--- config.mk ---
export PLATFORM = sky130hd
export DESIGN_NAME = lsi_top
export DESIGN_NICKNAME = d
export VERILOG_FILES = /design/src/core/lsi_pkg.sv /design/src/core/lsi_fifo_if.sv /design/src/core/lsi_fifo.sv /design/src/core/lsi_sync.sv /design/src/core/lsi_top.sv
export SDC_FILE = /design/constraint.sdc
export NUM_CORES = 1
export LEC_CHECK = 0
export BUFFER_PORTS_ARGS = -buffer_cell sky130_fd_sc_hd__buf_2
export CAP_MARGIN = 20
export CORE_AREA = 2 2 187 235
export DETAILED_ROUTE_END_ITERATION = 7
export DIE_AREA = 0 0 189 237
export PLACE_DENSITY = 0.75
export SETUP_SLACK_MARGIN = 0.2
export SLEW_MARGIN = 40
export SYNTH_ARGS = -nofsm -noshare
export SYNTH_HDL_FRONTEND = slang
export SYNTH_SLANG_ARGS = --single-unit
--- constraint.sdc ---
create_clock -name core_clk -period 23.7 [get_ports core_clk]
set_input_delay 4.74 -clock core_clk [delete_from_list [all_inputs] [get_ports core_clk]]
set_output_delay 4.74 -clock core_clk [all_outputs]
set_load 0.03 [all_outputs]
--- src/core/lsi_pkg.sv ---
// Shared constants and types for the LVDS sample input synchronizer
package lsi_pkg;

  // Sample word and converter codes
  localparam int DW = 16;
  localparam int FIFO_DEPTH = 16;
  typedef logic [DW-1:0] lsi_word_t;
  localparam lsi_word_t MID_CODE = 16'h0000;
  localparam lsi_word_t ZERO_WORD = 16'h0000;

  ////////////////////////////////////////////////////////////////////////////
  // Timing, in picoseconds and in core_clk cycles
  localparam int CORE_PS = 8000;
  localparam int DCLK_MIN_MHZ = 25;
  localparam int DCLK_MAX_PERIOD_PS = 1000000 / DCLK_MIN_MHZ;
  // A longest time, so it rounds down
  localparam int DCLK_MAX_PERIOD_CYC = DCLK_MAX_PERIOD_PS / CORE_PS;
  localparam int EA_DELAY_PS = 400;
  localparam int TRIM_STEP_PS = 85;
  localparam int HIST_W = 4;
  localparam int GAP_W = 4;
  localparam logic [1:0] PH_OFFSET = 2'h2;

  ////////////////////////////////////////////////////////////////////////////
  // Serial register port framing
  localparam int SPI_BITS = 16;
  localparam int SPI_HDR_BITS = 8;
  localparam int SPI_CNT_W = 5;
  typedef enum logic [1:0] {
    SPI_IDLE = 2'h0,
    SPI_SHIFT = 2'h1,
    SPI_DONE = 2'h3
  } lsi_spi_st_t;

  ////////////////////////////////////////////////////////////////////////////
  // Register map and field positions
  localparam logic [6:0] ADDR_CLK_CTL = 7'h03;
  localparam logic [6:0] ADDR_PORT_CTL = 7'h04;
  localparam logic [6:0] ADDR_PH_CTL = 7'h05;
  localparam logic [6:0] ADDR_PH_OBS = 7'h06;
  localparam logic [7:0] REG_RESET = 8'h00;
  localparam int CLK_EN_BIT = 0;
  localparam int CLK_OK_BIT = 1;
  localparam int CLK_Q_BIT = 2;
  localparam int TRIM_LSB = 4;
  localparam int TRIM_MSB = 6;
  localparam int PORT_A_BIT = 0;
  localparam int PORT_B_BIT = 1;
  localparam int SP_BIT = 2;
  localparam int UPD_BIT = 3;
  localparam int PS_MSB = 1;
  localparam int MSYN_BIT = 2;

endpackage

--- src/core/lsi_fifo_if.sv ---
// Handshake carrier between the capture path and the sample FIFO
`timescale 1ns/1ps
interface lsi_fifo_if #(parameter int W = 16);
  logic push_valid;
  logic push_ready;
  logic [W-1:0] push_data;
  logic pop_valid;
  logic pop_ready;
  logic [W-1:0] pop_data;

  modport fifo (
    input push_valid, push_data, pop_ready,
    output push_ready, pop_valid, pop_data
  );
  modport user (
    output push_valid, push_data, pop_ready,
    input push_ready, pop_valid, pop_data
  );
endinterface

--- src/core/lsi_fifo.sv ---
// Sample FIFO with valid/ready on both sides and a synchronous flush
`timescale 1ns/1ps
module lsi_fifo #(
  parameter int W = 16,
  parameter int DEPTH = 16
) (
  input wire logic core_clk,
  input wire logic rst,
  input wire logic ce,
  input wire logic flush,
  lsi_fifo_if.fifo bus
);
  import lsi_pkg::*;

  localparam int AW = $clog2(DEPTH);

  typedef struct packed {
    logic [DEPTH-1:0][W-1:0] mem;
    logic [AW-1:0] wp;
    logic [AW-1:0] rp;
    logic [AW:0] cnt;
  } lsi_fifo_state_t;

  lsi_fifo_state_t s;
  lsi_fifo_state_t next_s;
  logic push_fire;
  logic pop_fire;

  assign bus.push_ready = s.cnt != (AW + 1)'(DEPTH);
  assign bus.pop_valid = s.cnt != '0;
  assign bus.pop_data = s.mem[s.rp];
  assign push_fire = bus.push_valid & bus.push_ready;
  assign pop_fire = bus.pop_valid & bus.pop_ready;

  always_comb
  begin
    next_s = s;
    if (push_fire)
    begin
      next_s.mem[s.wp] = bus.push_data;
      next_s.wp = s.wp + 1'b1;
    end
    if (pop_fire)
      next_s.rp = s.rp + 1'b1;
    if (push_fire && !pop_fire)
      next_s.cnt = s.cnt + 1'b1;
    else if (pop_fire && !push_fire)
      next_s.cnt = s.cnt - 1'b1;
    // Flush drops everything, including a push in the same cycle
    if (flush)
    begin
      next_s.wp = '0;
      next_s.rp = '0;
      next_s.cnt = '0;
    end
  end

  always_ff @(posedge core_clk or posedge rst)
  begin
    if (rst)
      s <= '0;
    else if (ce)
      s <= next_s;
  end

endmodule

--- src/core/lsi_sync.sv ---
// Two-flop synchroniser for a group of asynchronous inputs
`timescale 1ns/1ps
module lsi_sync #(
  parameter int W = 1
) (
  input wire logic core_clk,
  input wire logic rst,
  input wire logic ce,
  input wire logic [W-1:0] d,
  output logic [W-1:0] q
);
  typedef struct packed {
    logic [W-1:0] s1;
    logic [W-1:0] s2;
  } lsi_sync_state_t;

  lsi_sync_state_t s;
  lsi_sync_state_t next_s;

  assign q = s.s2;

  always_comb
  begin
    next_s.s1 = d;
    next_s.s2 = s.s1;
  end

  always_ff @(posedge core_clk or posedge rst)
  begin
    if (rst)
      s <= '0;
    else if (ce)
      s <= next_s;
  end

endmodule

--- src/core/lsi_top.sv ---
// DDR sample input capture, clock detection, phase steering and registers
`timescale 1ns/1ps
//
// Behaviour
// - Data clock receiver runs only when enabled
// - Present flag set only above 25 MHz
// - No data clock: mid-scale, path in reset
// - Quadrature mode: clock and data delays matched
// - Edge-aligned mode: clock delayed nominal 400 ps
// - Trim moves clock delay in 85 ps steps
// - Samples are two's complement converter codes
// - One word per port on every edge
// - Single-port mode takes port B only
// - Dual-port mode takes both ports
// - Port A disabled presents zero words
// - Port B disabled presents zero words
// - Single-port select chooses B-only or both
// - Update enable clear forces mid-scale
// - Dual mode emits port A before B
// - Comparators track drift, steer mux phase
// - Comparator result readable at register six
// - Auto mode sets mux phase, read-only
// - Manual mode uses written mux phase
// - Phase bits 1:0, override bit 2
// - Pattern generator exempts missing-clock mute
// - Quadrature bit 2, trim bits 6:4
module lsi_top #(
  parameter int DCLK_LIMIT_CYC = lsi_pkg::DCLK_MAX_PERIOD_CYC
) (
  input wire logic core_clk,
  input wire logic rst,
  input wire logic ce,
  input wire logic spi_cs_n,
  input wire logic spi_sck,
  input wire logic spi_sdi,
  output logic spi_sdo,
  output logic spi_sdo_oe,
  input wire logic ddr_capture_clock_pair,
  input wire lsi_pkg::lsi_word_t first_port_pairs,
  input wire lsi_pkg::lsi_word_t second_port_pairs,
  input wire logic pattern_gen_enable,
  input wire logic dac_ready,
  output lsi_pkg::lsi_word_t dac_code,
  output logic dac_code_valid,
  output logic data_clock_present,
  output logic data_clock_rx_enable,
  output logic port_a_rx_enable,
  output logic port_b_rx_enable
);
  import lsi_pkg::*;

  typedef struct packed {
    lsi_spi_st_t spi_st;
    logic sck_d;
    logic [SPI_BITS-1:0] sin;
    logic [SPI_CNT_W-1:0] cnt;
    logic [7:0] sout;
    logic rd;
    logic clk_en;
    logic q;
    logic [2:0] trim;
    logic [3:0] port;
    logic msyn;
    logic [1:0] ps;
    logic [HIST_W-1:0] hist;
    logic [GAP_W-1:0] gap;
    logic present;
    logic [1:0] div;
    logic [7:0] result;
    lsi_word_t hold_a;
    lsi_word_t hold_b;
    logic hold_full;
    lsi_word_t pair_a;
    lsi_word_t pair_b;
    logic [1:0] pend;
    lsi_word_t code;
    logic code_vld;
  } lsi_main_state_t;

  lsi_main_state_t s;
  lsi_main_state_t next_s;

  logic dclk_s;
  lsi_word_t a_s;
  lsi_word_t b_s;
  logic cs_n_s;
  logic sck_s;
  logic sdi_s;
  logic dclk_g;
  logic sck_rise;
  logic sck_fall;
  logic shifting;
  logic hdr_load;
  logic spi_wr;
  logic [7:0] frame_byte;
  int tap_ps;
  int tap_cyc;
  logic [1:0] tap_sel;
  logic d_now;
  logic d_prev;
  logic dck_edge;
  logic dck_rise;
  logic xfer;
  logic push_fire;
  logic single;
  logic mute;

  lsi_fifo_if #(.W(DW)) fq ();

  lsi_sync #(.W(2 * DW + 4)) u_sync (
    .core_clk(core_clk),
    .rst(rst),
    .ce(ce),
    .d({ddr_capture_clock_pair, first_port_pairs, second_port_pairs,
        spi_cs_n, spi_sck, spi_sdi}),
    .q({dclk_s, a_s, b_s, cs_n_s, sck_s, sdi_s})
  );

  lsi_fifo #(.W(DW), .DEPTH(FIFO_DEPTH)) u_fifo (
    .core_clk(core_clk),
    .rst(rst),
    .ce(ce),
    .flush(!s.present),
    .bus(fq.fifo)
  );

  assign spi_sdo = s.sout[7];
  assign spi_sdo_oe = shifting && s.rd &&
                      s.cnt >= SPI_CNT_W'(SPI_HDR_BITS);
  assign dac_code = s.code;
  assign dac_code_valid = s.code_vld;
  assign data_clock_present = s.present;
  assign data_clock_rx_enable = s.clk_en;
  assign port_a_rx_enable = s.port[PORT_A_BIT];
  assign port_b_rx_enable = s.port[PORT_B_BIT];

  ////////////////////////////////////////////////////////////////////////////
  // Serial register port decode
  assign sck_rise = sck_s & ~s.sck_d;
  assign sck_fall = ~sck_s & s.sck_d;
  assign shifting = s.spi_st == SPI_SHIFT && !cs_n_s;
  assign frame_byte = {s.sin[6:0], sdi_s};
  assign hdr_load = shifting && sck_rise &&
                    s.cnt == SPI_CNT_W'(SPI_HDR_BITS - 1);
  assign spi_wr = shifting && sck_rise && !s.rd &&
                  s.cnt == SPI_CNT_W'(SPI_BITS - 1);

  function automatic logic [7:0] rd_mux(input logic [6:0] a);
    logic [7:0] v;
    v = REG_RESET;
    case (a)
      ADDR_CLK_CTL:
      begin
        v[CLK_EN_BIT] = s.clk_en;
        v[CLK_OK_BIT] = s.present;
        v[CLK_Q_BIT] = s.q;
        v[TRIM_MSB:TRIM_LSB] = s.trim;
      end
      ADDR_PORT_CTL: v[3:0] = s.port;
      ADDR_PH_CTL:
      begin
        v[PS_MSB:0] = s.ps;
        v[MSYN_BIT] = s.msyn;
      end
      ADDR_PH_OBS: v = s.result;
      default: v = REG_RESET;
    endcase
    return v;
  endfunction

  ////////////////////////////////////////////////////////////////////////////
  // Clock delay tap: quadrature uses no delay, edge-aligned rounds up
  always_comb
  begin
    tap_ps = 0;
    if (!s.q)
      tap_ps = EA_DELAY_PS + int'($signed(s.trim)) * TRIM_STEP_PS;
    tap_cyc = (tap_ps + CORE_PS - 1) / CORE_PS;
    tap_sel = (tap_cyc > HIST_W - 2) ? 2'(HIST_W - 2) : 2'(tap_cyc);
  end

  assign dclk_g = dclk_s & s.clk_en;
  assign d_now = s.hist[tap_sel];
  assign d_prev = s.hist[tap_sel + 2'h1];
  assign dck_edge = d_now ^ d_prev;
  assign dck_rise = d_now & ~d_prev;
  assign single = s.port[SP_BIT];
  assign xfer = s.present && s.hold_full && s.pend == 2'h0 &&
                s.div == s.ps && !dck_edge;
  assign push_fire = fq.push_valid & fq.push_ready;
  // Pattern generator owns the code when the data clock is gone
  assign mute = !s.port[UPD_BIT] ||
                (!s.present && !pattern_gen_enable);

  assign fq.push_valid = s.pend != 2'h0;
  assign fq.push_data = (s.pend == 2'h2) ? s.pair_a : s.pair_b;
  assign fq.pop_ready = dac_ready;

  always_comb
  begin
    next_s = s;
    next_s.code_vld = 1'b0;
    next_s.sck_d = sck_s;

    // Clock detector and phase comparators
    next_s.hist = {s.hist[HIST_W-2:0], dclk_g};
    next_s.div = s.div + 2'h1;
    if (dck_rise)
    begin
      next_s.gap = GAP_W'(1);
      next_s.present = s.gap < GAP_W'(DCLK_LIMIT_CYC);
      next_s.result = {s.result[5:0], s.div[1], s.div[0]};
      // Follow only once two comparisons agree, so jitter cannot steer
      if (!s.msyn && s.result[1:0] == s.div)
        next_s.ps = s.div + PH_OFFSET;
    end
    else
    begin
      if (s.gap != '1)
        next_s.gap = s.gap + 1'b1;
      if (s.gap >= GAP_W'(DCLK_LIMIT_CYC))
        next_s.present = 1'b0;
    end

    // Capture on both edges, move through the phase-selected mux
    if (!s.present)
    begin
      next_s.hold_full = 1'b0;
      next_s.pend = 2'h0;
    end
    else
    begin
      if (dck_edge)
      begin
        next_s.hold_a = s.port[PORT_A_BIT] ? a_s : ZERO_WORD;
        next_s.hold_b = s.port[PORT_B_BIT] ? b_s : ZERO_WORD;
        next_s.hold_full = 1'b1;
      end
      if (xfer)
      begin
        next_s.pair_a = s.hold_a;
        next_s.pair_b = s.hold_b;
        next_s.hold_full = 1'b0;
        next_s.pend = single ? 2'h1 : 2'h2;
      end
      else if (push_fire)
        next_s.pend = s.pend - 2'h1;
    end

    // Converter code: two's complement, so mid-scale is code zero
    if (fq.pop_valid && dac_ready)
    begin
      next_s.code = fq.pop_data;
      next_s.code_vld = 1'b1;
    end
    if (mute)
      next_s.code = MID_CODE;

    // Serial register port
    case (s.spi_st)
      SPI_IDLE:
      begin
        next_s.cnt = '0;
        next_s.rd = 1'b0;
        if (!cs_n_s)
          next_s.spi_st = SPI_SHIFT;
      end
      SPI_SHIFT:
      begin
        if (cs_n_s)
          next_s.spi_st = SPI_IDLE;
        else if (sck_rise)
        begin
          next_s.sin = {s.sin[SPI_BITS-2:0], sdi_s};
          next_s.cnt = s.cnt + 1'b1;
          if (hdr_load)
          begin
            next_s.rd = frame_byte[7];
            next_s.sout = rd_mux(frame_byte[6:0]);
          end
          if (s.cnt == SPI_CNT_W'(SPI_BITS - 1))
            next_s.spi_st = SPI_DONE;
        end
        else if (sck_fall && s.cnt > SPI_CNT_W'(SPI_HDR_BITS))
          next_s.sout = {s.sout[6:0], 1'b0};
      end
      SPI_DONE:
      begin
        if (cs_n_s)
          next_s.spi_st = SPI_IDLE;
      end
      default: next_s.spi_st = SPI_IDLE;
    endcase

    // Register writes win over the automatic phase update
    if (spi_wr)
    begin
      case (s.sin[13:7])
        ADDR_CLK_CTL:
        begin
          next_s.clk_en = frame_byte[CLK_EN_BIT];
          next_s.q = frame_byte[CLK_Q_BIT];
          next_s.trim = frame_byte[TRIM_MSB:TRIM_LSB];
        end
        ADDR_PORT_CTL: next_s.port = frame_byte[3:0];
        ADDR_PH_CTL:
        begin
          next_s.msyn = frame_byte[MSYN_BIT];
          if (frame_byte[MSYN_BIT])
            next_s.ps = frame_byte[PS_MSB:0];
        end
        default: next_s.msyn = s.msyn;
      endcase
    end
  end

  always_ff @(posedge core_clk or posedge rst)
  begin
    if (rst)
      s <= '0;
    else if (ce)
      s <= next_s;
  end

  ////////////////////////////////////////////////////////////////////////////
  // Checks
  localparam int A_LIM = 24;
endmodule

[Word-level counts from Yosys, hierarchy flattened]
Index checks and enable logic that the tools add are counted.
Operators by class
  $add $sub $neg: 13
  multipliers: 1
  div/mod/pow operators: 1
  magnitude comparators: 10
  eq/ne operators: 29
  mux-type cells: 54
  bitwise operators: 11
  reduce and logical (&&, ||, !) cells: 57
Operators by type and width (count)
  $bwmux W256: 1
  $mux W16: 6
  $bmux W16 S4: 1
  $demux W16 S4: 1
  $eq A7 B3 Y1 const B: 5
  $mux W33: 1
  $add A32 B14 Y32 const B: 1
  $div A32 B14 Y32 const B: 1
  $gt A32 B3 Y1 const B: 1
  $mux W32: 1
  $sub A32 B2 Y32 const B: 1
  $mux W2: 15
  $mux W5: 4
  $reduce_and A2 Y1: 10
  $logic_and A1 B1 Y1: 18
  $mux W17: 1
  $mux W8: 2
  $reduce_and A3 Y1: 5
  $reduce_and A5 Y1: 3
  $eq A7 B2 Y1 const B: 2
  $mux W14: 1
  $mux W13: 1
  $add A10 B11 Y12 const A: 1
  $add A4 B1 Y4 const B: 3
  42 further kinds: 90
Word-level totals
  register bits after elaboration: 487
  word-level logic and storage cells: 222

[Longest topological paths before layout]
Gate-level depths: netlist (run 1).
  depth in word-level cells: 17
  gate-level depth with buffers: 27

[By module]
From an unflattened synthesis (run 1), not the netlist that was laid out.
Second synthesis, totals
  cells, all modules: 1662
  area, all modules: 23436.2 um^2
By module, submodules not included
  lsi_fifo: instances 1, cells an instance 781, area each 12859.8 um^2, sequential area each 6731.5 um^2
  lsi_top: instances 1, cells an instance 728, area each 7546.0 um^2, sequential area each 3653.5 um^2
  lsi_sync: instances 1, cells an instance 153, area each 3030.4 um^2, sequential area each 1801.7 um^2

[Worst setup path before layout (run 1)]
OpenSTA, ideal clock, no wires.
  path type: input to register
  from: in ce
  to: reg u_fifo.s[18] (netlist name)
  setup time: 138 ps
  data arrival time: 6470 ps
  data required time: 23562 ps
  slack: 17092 ps
  stages on the path: 8
  buffers on the path: 3
  cells stage by stage: clkbuf_1 -> clkinv_1 -> nor2_1 -> clkbuf_1 -> nand3_1 -> clkbuf_1 -> nand2_1 -> o21ai_0
On the way
  cells in the longest elaborated chain, start to end: 1
RTL lines
  start, declared: RTL line lsi_top.sv:32  | input wire logic ce,
  $reduce_and A2 Y1 (no line)
  end signal, assigned: RTL line lsi_fifo.sv:63  | s <= next_s;
  end, declared: RTL line lsi_fifo.sv:24  | lsi_fifo_state_t s;
Every way passes these cells.
A chain may end at the register's enable or synchronous reset.

[Worst setup path in the final report (run 1)]
  from: in ce
  to: reg u_fifo.s[232] (netlist name)
The elaborated chain is that of the path after synthesis.

==> impl_metrics.json, run 1 <==
{
  "status": "completed",
  "maxCapViolations": 0,
  "design.core.area_um2": 42600,
  "min-delay-start": "u_fifo.s[112]",
  "cts_tree": "built",
  "area_growth_pct": 11.0,
  "fin_worst_skew_ps": 24.9,
  "power.density_nw_per_um2": 70.7,
  "grt_overflow": 0,
  "top_level_ports": 64,
  "drive_above_1_share_pct": 21.4,
  "cp_data_required_time_ps": 24190,
  "synth_seq_cells": 487,
  "nets": 2030,
  "grt_setup_unrepaired": "no",
  "viasPerCell": 5.78,
  "yosysSeqAreaShare_pct": 55.8,
  "tightest_slew_ps": 809,
  "setup.worst_path.end": "u_fifo.s[232]",
  "synth_cells": 1954,
  "reg2reg_slack_ps": 16800,
  "insertion_delay_ps": 570,
  "rr_worst_depth": 23,
  "clkSinkCount": 487,
  "grt_pass1_wl_um": 78100,
  "cts_resized": 0,
  "first_global_vias": 15115,
  "yosysTopAreaCellShare_pct": 55.8,
  "grt_use_met3_pct": 3.50,
  "die_width_um": 189,
  "drc_errors": 0,
  "end_kind": "register",
  "vias": 14794,
  "synth_edf_count": 0,
  "dp_hpwl_um": 30500,
  "clockBufferDepth": 3,
  "hold_class": "register to register",
  "rows": 85,
  "path_clk_slew_ps": 60,
  "cts_buffers": 47,
  "drt-initial-drc-count": 1223,
  "cp_max_fo": 32,
  "cts_setup_buffers": 0,
  "start_kind": "input port",
  "ys_warn_count": 0,
  "ant_nets": 0,
  "htreeDepth": 2,
  "gp_congestion": 0.860,
  "hold_buffers": 0,
  "n_fill_cell": 3385,
  "leakage_nw": 10.6,
  "grt_util_met2_pct": 36.7,
  "synthFlopType": "dfrtp_1",
  "grt_use_total_pct": 21.5,
  "port_buffers": 63,
  "dr.pass1.iters": 5,
  "relSlewSlack_pct": 45.0,
  "setup-tns-final_ps": 0,
  "period_minus_slack_ps": 7010,
  "async_flop_share_pct": 100,
  "post-synth-top-area-cell": "dfrtp_1",
  "antenna_found_initial": 0,
  "period_share_pct": 29.6,
  "timing.rr.start": "s[112]",
  "synth.distinct_cells": 72,
  "die_y_um": 237,
  "crit_arrival_ps": 7490,
  "drt_wl_total_um": 46700,
  "die-area_um2": 44800,
  "syn_area_um2": 21800,
  "hold_violations": 0,
  "grt_max_degree": 104,
  "synth_area_per_cell_um2": 11.2,
  "fmax_mhz": 143,
  "ys_top_cells_by_area": "dfrtp_1, mux4_2, mux2_2",
  "start_util_pct": 51.2,
  "wl_per_cell_um": 18.3,
  "top_usage_layer": "met2",
  "final_util_pct": 56.8,
  "irDropWorstVdd_mv": 0.0686,
  "setup_viol": 0,
  "antennaDiodeCount": 0,
  "grtUsageMet1_pct": 28.8,
  "synth.net_count": 2025,
  "r2r-end": "s[40]",
  "cts_root_buf": "clkbuf_16",
  "maxSlewViolCount": 0,
  "crit_path_start": "ce",
  "path_class": "input port to register"
}
-- Yosys cell counts (3+ instances only) --
| cell type | number |
|---|---|
| nor3_1 | 12 |
| clkbuf_1 | 112 |
| xnor2_1 | 8 |
| a21o_1 | 8 |
| o2111ai_2 | 3 |
| nand2b_1 | 9 |
| a21oi_1 | 88 |
| inv_1 | 46 |
| xor2_1 | 8 |
| nor4_1 | 6 |
| o22ai_1 | 3 |
| mux4_2 | 80 |
| a211oi_1 | 4 |
| o31ai_1 | 9 |
| nor2_1 | 99 |
| a211o_1 | 3 |
| buf_1 | 9 |
| mux2_2 | 135 |
| or2_2 | 3 |
| dfrtp_1 | 487 |
| and3_1 | 3 |
| nand3b_1 | 4 |
| a221oi_1 | 3 |
| o21ai_0 | 287 |
| nor2b_1 | 10 |
| a31oi_1 | 4 |
| o211ai_1 | 5 |
| or3_1 | 3 |
| mux2i_1 | 21 |
| nand4_1 | 6 |
| ha_1 | 29 |
| nand3_1 | 26 |
| buf_4 | 16 |
| nand2_1 | 346 |
| a22oi_1 | 8 |
| nor3b_1 | 3 |
-- cells in the final DEF (no fill, tap or decap), types with 5 or more instances in the layout --
master,Yosys,final
nor2b_1,10,10
ha_1,29,28
mux4_2,80,80
nor2_1,99,94
dfrtp_1,487,484
xnor2_1,8,8
nand2_1,346,345
a21oi_1,88,88
o21ai_0,287,287
clkbuf_1,112,14
a22oi_1,8,8
nor2_2,1,6
o31ai_1,9,9
mux2_2,135,135
xor2_1,8,8
nand3_1,26,21
nand2b_1,9,9
a21o_1,8,8
nor3_1,12,12
clkinv_2,0,7
clkbuf_16,0,48
buf_4,16,27
mux2i_1,21,13
buf_2,2,63
o211ai_1,5,5
clkbuf_8,0,9
nor4_1,6,6
nand4_1,6,6
inv_1,46,45
nand3_2,0,5
-- per-stage QoR --
stage	hold slack, ps	area, µm²	total power [mW]	instances	setup WS [ps]
after global placement	456	22500	0.976	2473	15810
after CTS	478	24200	1.73	2558	16750
final	473	24200	1.71	2558	16690
after detailed placement	465	22700	0.982	2475	16180
after global routing	491	24200	1.77	2558	16270
after floorplan	445	21800	0.956	1954	5370
-- final cells by class --
class | count | area [µm²] | share of cell area [%]
well taps | 565 | 707 | 2.92
repair buffers | 96 | 611 | 2.52
multi-input cells | 1278 | 8990 | 37.1
flip-flops and latches | 487 | 12200 | 50.3
clock buffers | 71 | 1380 | 5.68
clock inverters | 12 | 175 | 0.723
inverters | 49 | 191 | 0.790
-- registers in the layout, summed over array words and instances (netlist names) --
name                  cells
dac_code                 16
dac_code_valid            1
data_clock_present        1
data_clock_rx_enable      1
frame_byte                7
next_s                    3
port_a_rx_enable          1
port_b_rx_enable          1
s                       114
spi_sdo                   1
u_fifo.s                269
u_sync.next_s            36
u_sync.q                 36
-- worst min-delay path by stage --
stage / cells after the start / to / slack (ps)
after global routing: 2 / u_fifo.s[54] / 490
after floorplan: 2 / u_fifo.s[109] / 440
final: 2 / u_fifo.s[112] / 470
after CTS: 2 / dac_code[13] / 480
after detailed placement: 2 / u_fifo.s[118] / 470
after global placement: 2 / u_fifo.s[49] / 460
-- metal layers --
layer	up-vias	routed length [µm]
met2	412	23600
met4	0	908
met3	73	2450
met5	-	0
met1	7473	19800
li1	6836	-
-- power by group --
part,leakage (nW),switching [mW],total [mW],internal (mW)
Combinational,3.25,0.0480,0.0841,0.0360
Sequential,6.59,0.0246,0.882,0.857
Clock,0.764,0.313,0.748,0.435
Total,10.6,0.385,1.71,1.33
-- logic make-up (layout without fill, tap and decap cells) --
family | Yosys count | after routing | share of synthesized area [%]
AND/OR/NAND/NOR | 544 | 544 | 10.4
flip-flops | 487 | 487 | 55.8
AO/OA/AOI/OAI | 451 | 451 | 11.6
multiplexers | 237 | 237 | 16.2
buffers and inverters | 189 | 228 | 3.57
adder cells (fa/ha/maj) | 30 | 30 | 1.75
XOR/XNOR | 16 | 16 | 0.642
-- critical path: stages --
cell and delay, ps:
buf_4 300, clkinv_1 350, nor2_2 740, nand2_1 140, nor2_2 570, buf_4 400
nor2_1 80, a21oi_1 150
(Power assumes the default switching activity.)
==> run 2, diff against run 1 <==
==> constraint.sdc (replaced) <==
create_clock -name core_clk -period 7 [get_ports core_clk]
set_input_delay 1.4 -clock core_clk [delete_from_list [all_inputs] [get_ports core_clk]]
set_output_delay 1.4 -clock core_clk [all_outputs]
set_load 0.03 [all_outputs]
==> run 2 against run 1 <==
Global-route usage is 0.37 points higher; sequential share of layout area is 0.46 points lower; final area is 0.91% higher; clock skew is 6.7 ps lower; worst setup slack worse by 16000 ps; core utilization is 0.52 points higher; non-clock buffer count is 3 lower; first-iteration DRC count is 23% lower; register-to-register slack worse by 16000 ps; largest cell class unchanged.
==> impl_metrics.json, run 2 (synthesis results as in run 1) <==
{
  "die-area_um2": 44800,
  "antennaDiodeCount": 0,
  "dp_hpwl_um": 30600,
  "path_clk_slew_ps": 60,
  "p_int_mw": 4.60,
  "clock_power_share_pct": 44.6,
  "port_buffers": 63,
  "period_share_pct": 89.4,
  "end_kind": "register",
  "drt-initial-drc-count": 945,
  "hold_violations": 0,
  "drive_above_1_share_pct": 22.0,
  "crit_slowest_cell": "dfrtp_1",
  "leakage_nw": 10.7,
  "clkSinkCount": 487,
  "crit_arrival_ps": 6740,
  "seqPwrFrac_pct": 50.4,
  "n_fill_cell": 3406,
  "dr.pass1.iters": 5,
  "tightest_slew_ps": 853,
  "layout_commonest_cell": "dfrtp_1",
  "maxCapViolations": 0,
  "cts_setup_buffers": 0,
  "ant_nets": 0,
  "top_level_ports": 64,
  "place_area_um2": 22800,
  "drc_errors": 0,
  "htreeDepth": 2,
  "irDropWorstVdd_mv": 0.211,
  "die_y_um": 237,
  "fin_worst_skew_ps": 18.2,
  "clockBufferDepth": 3,
  "hold_class": "register to register",
  "cp_max_fo": 33,
  "start_util_pct": 51.2,
  "cp_common_cell": "ha_1",
  "wl_per_cell_um": 18.6,
  "mostFrequentLayoutCells": "dfrtp_1, nand2_1, o21ai_0",
  "grt_use_total_pct": 21.9,
  "grt_setup_unrepaired": "no",
  "p_comb_share_pct": 5.0,
  "fmax_mhz": 160,
  "largest-register": "u_fifo.s",
  "die_width_um": 189,
  "swShare_pct": 22.5,
  "nets": 2028,
  "cts_root_buf": "clkbuf_16",
  "power.density_nw_per_um2": 243,
  "status": "completed",
  "design.core.area_um2": 42600,
  "setup_viol": 0,
  "reg.largest.list": "u_fifo.s x269, s x114",
  "grt_overflow": 0,
  "period_minus_slack_ps": 6260,
  "p_sw_mw": 1.34,
  "start_kind": "register",
  "rows": 85,
  "cp_data_required_time_ps": 7480,
  "viasPerCell": 5.76,
  "vias": 14737,
  "final_util_pct": 57.4,
  "cts_buffers": 48,
  "gp_congestion": 0.789,
  "path_class": "register to register",
  "grt_max_degree": 101,
  "antenna_found_initial": 1,
  "largest_register_ffs": 269,
  "drt_wl_total_um": 47600,
  "cts_tree": "built",
  "first_global_vias": 15198,
  "relSlewSlack_pct": 42.0,
  "critPathMaxStageDelay_ps": 420,
  "area_growth_pct": 12.0,
  "grt_pass1_wl_um": 78400,
  "finalInstanceArea_um2": 24500,
  "insertion_delay_ps": 580,
  "maxSlewViolCount": 0
}
## run 2: cell types whose count changed in the layout (fill, tap and decap cells not counted), moves of 3 or more
cell	change
clkbuf_1	-5
mux2i_4	-3
clkinvlp_4	+3
nor2_4	+4
buf_16	+5
buf_4	-11
nor2_2	-5
mux2i_2	+5
## run 2: worst max-delay path: cells and delay by family (launching register included)
kind                       cells  cell delay [ps]
AOI/OAI and AO/OA              7             1800
muxes                          3              710
DFF                            1              420
buffers and inverters          4              520
and+or+nand+nor                6             1190
adders and majority gates      5             1520
## run 2: final timing paths
path	start	endpoint	slack, ps	depth (start not counted)
worst max register to register	s[112]	s[18]	740	25
worst min register to register	u_fifo.s[52]	u_fifo.s[52]	480	2
min in group asynchronous	rst	u_fifo.s[2]	870	2
worst min-delay path	u_fifo.s[52]	u_fifo.s[52]	480	2
worst max-delay path	s[112]	s[18]	740	25
max in group asynchronous	rst	u_fifo.s[182]	4470	6
## run 2: metal layers
layer / GRT usage [%] / routed length, µm
met1: 27.9 / 19400
met2: 37.9 / 24200
met3: 3.44 / 2410
met4: 7.86 / 1570
met5: 0 / 8
## run 2: area by class of cell
cell class              count  area [µm²]  share of cell area, %
clock buffers              68        1390                   5.67
flip-flops and latches    487       12200                   49.8
well taps                 565         707                   2.89
multi-input cells        1278        9030                   36.9
inverters                  49         188                  0.767
repair buffers             93         716                   2.93
clock inverters            17         245                   1.00
## run 2: power groups by stage
stage / logic, mW / registers, mW / clock network [mW]
2_1_floorplan: 0.234 / 3.00 / 0
3_3_place_gp: 0.274 / 3.04 / 0
3_5_place_dp: 0.297 / 3.04 / 0
4_1_cts: 0.298 / 2.99 / 2.69
5_1_grt: 0.335 / 3.00 / 2.80
6_report: 0.296 / 2.99 / 2.65
## run 2: what timing repair did
item	in CTS	in global routing
hold buffers	0	0
gates resized for setup	0	5
endpoints found under the setup margin	0	69
## run 2: stage by stage
stage | power (mW) | instances | hold WS (ps) | setup WS (ps) | setup TNS, ps
3_3_place_gp | 3.31 | 2463 | 456 | 607 | 0
4_1_cts | 5.97 | 2557 | 479 | 364 | 0
5_1_grt | 6.13 | 2557 | 498 | 199 | 0
3_5_place_dp | 3.34 | 2472 | 465 | 393 | 0
2_1_floorplan | 3.24 | 1954 | 445 | -1000 | -488290
6_report | 5.94 | 2557 | 475 | 745 | 0
==> run 3, diff against run 2 <==
==> constraint.sdc (replaced) <==
create_clock -name core_clk -period 7 [get_ports core_clk]
set_input_delay 0.7 -clock core_clk [delete_from_list [all_inputs] [get_ports core_clk]]
set_output_delay 0.7 -clock core_clk [all_outputs]
set_load 0.03 [all_outputs]
==> run 3 against run 2 <==
Total power is 0.84% lower; non-clock buffer count is 6 higher; worst hold slack worse by 220 ps; critical endpoint unchanged; largest cell class unchanged; highest routed layer is now met4.
==> impl_metrics.json, run 3 (synthesis results as in run 1) <==
{
  "setup_viol": 0,
  "clock_power_share_pct": 44.2,
  "p_sw_mw": 1.32,
  "rr_worst_depth": 25,
  "post-place-ws_ps": 213,
  "grt_max_degree": 106,
  "drt-initial-drc-count": 1287,
  "layout_commonest_cell": "dfrtp_1",
  "final_util_pct": 57.3,
  "maxSlewViolCount": 0,
  "top_level_ports": 64,
  "start_kind": "register",
  "tightest_slew_ps": 861,
  "placed_cells": 2473,
  "antenna_found_initial": 0,
  "period_minus_slack_ps": 6310,
  "wl_per_cell_um": 18.5,
  "port_buffers": 63,
  "drive_above_1_share_pct": 21.9,
  "p_comb_share_pct": 4.9,
  "seqPwrFrac_pct": 50.8,
  "n_fill_cell": 3414,
  "leakage_nw": 10.7,
  "power.density_nw_per_um2": 241,
  "area_growth_pct": 11.8,
  "die_width_um": 189,
  "fmax_mhz": 158,
  "clkSinkCount": 487,
  "grt_use_total_pct": 21.6,
  "grt_overflow": 0,
  "viasPerCell": 5.76,
  "hold_buffers": 0,
  "cts_root_buf": "clkbuf_16",
  "start_util_pct": 51.2,
  "gp_congestion": 0.831,
  "relSlewSlack_pct": 42.5,
  "cts_resized": 0,
  "dp_hpwl_um": 29900,
  "nets": 2033,
  "antennaDiodeCount": 0,
  "reg2reg_slack_ps": 690,
  "die_y_um": 237,
  "htreeDepth": 2,
  "path_class": "register to register",
  "crit_arrival_ps": 6780,
  "hold_class": "input port to asynchronous set/reset pin",
  "cp_data_required_time_ps": 7470,
  "largest_register_ffs": 269,
  "reg.largest.list": "u_fifo.s x269, s x114",
  "rows": 85,
  "r2r-end": "s[18]",
  "period_share_pct": 90.2,
  "drt_wl_total_um": 47500,
  "regArea_um2": 12200,
  "cts_buffers": 47,
  "irDropWorstVdd_mv": 0.247,
  "cts_setup_buffers": 0,
  "vias": 14759,
  "clockBufferDepth": 3,
  "largest-register": "u_fifo.s",
  "swShare_pct": 22.5,
  "grt_setup_unrepaired": "no",
  "timing.rr.start": "s[111]",
  "drc_errors": 0,
  "setup-tns-final_ps": 0,
  "dr.pass1.iters": 8,
  "path_clk_slew_ps": 60,
  "grt_pass1_wl_um": 77900,
  "die-area_um2": 44800,
  "insertion_delay_ps": 570,
  "finalWorstSetupSlack_ps": 687,
  "maxCapViolations": 0,
  "cts_tree": "built",
  "multi_input_area_um2": 9000,
  "p_int_mw": 4.56,
  "mostFrequentLayoutCells": "dfrtp_1, nand2_1, o21ai_0",
  "hold_violations": 0,
  "cp_max_fo": 33,
  "fin_worst_skew_ps": 23.8,
  "ant_nets": 0,
  "final_cell_count_no_fill": 2563,
  "finalPower_mw": 5.89,
  "first_global_vias": 14782,
  "end_kind": "register",
  "design.core.area_um2": 42600,
  "status": "completed"
}
## run 3: worst max-delay path: stages (launching register included)
cell and delay, ps:
dfrtp_1 420, ha_1 270, inv_1 60, ha_1 420
inv_2 90, ha_1 250, a21o_1 200, a211oi_2 450
nor4_1 150, nor3_2 260, ha_2 370, inv_1 160
a2111oi_2 430, o22ai_1 150, mux2_2 280, o32a_1 390
mux2_4 310, mux2i_1 130, ha_1 180, nand4_1 120
nor3_2 340, nand2_1 100, buf_4 290, o21ai_0 200
nand3_1 130, o31ai_1 90
## run 3: layout make-up
type	count	area share (%)
clock inverters	14	0.799
clock buffers	71	5.76
well taps	565	2.90
flip-flops and latches	487	49.9
repair buffers	99	3.00
inverters	49	0.769
multi-input cells	1278	36.8
## run 3: worst max path at each step
stage                       from     endpoint  depth (start not counted)
after floorplan              rst  dac_code[0]                          1
after global placement    s[111]        s[18]                         25
after detailed placement  s[111]        s[18]                         25
after CTS                 s[111]        s[18]                         25
after global routing      s[111]        s[18]                         25
final                     s[111]        s[18]                         25
## run 3: power groups by stage
stage	combinational (mW)	clock, mW	sequential (mW)
after floorplan	0.234	0	3.00
after global placement	0.274	0	3.04
after detailed placement	0.289	0	3.04
after CTS	0.291	2.64	2.99
after global routing	0.330	2.75	3.00
final	0.290	2.60	2.99
## run 3: per-stage QoR
step                instance area, µm²  hold slack (ps)
global route                     24400              277
floorplan                        21800              445
CTS                              24200              261
detailed placement               22600              466
global placement                 22600              456
finish                           24400              252
## run 3: layer usage
layer  wire, µm  track usage, %
met1      19900            29.5
met2      23900            36.4
met3       2510            2.82
met4       1240            6.53
met5          0               0
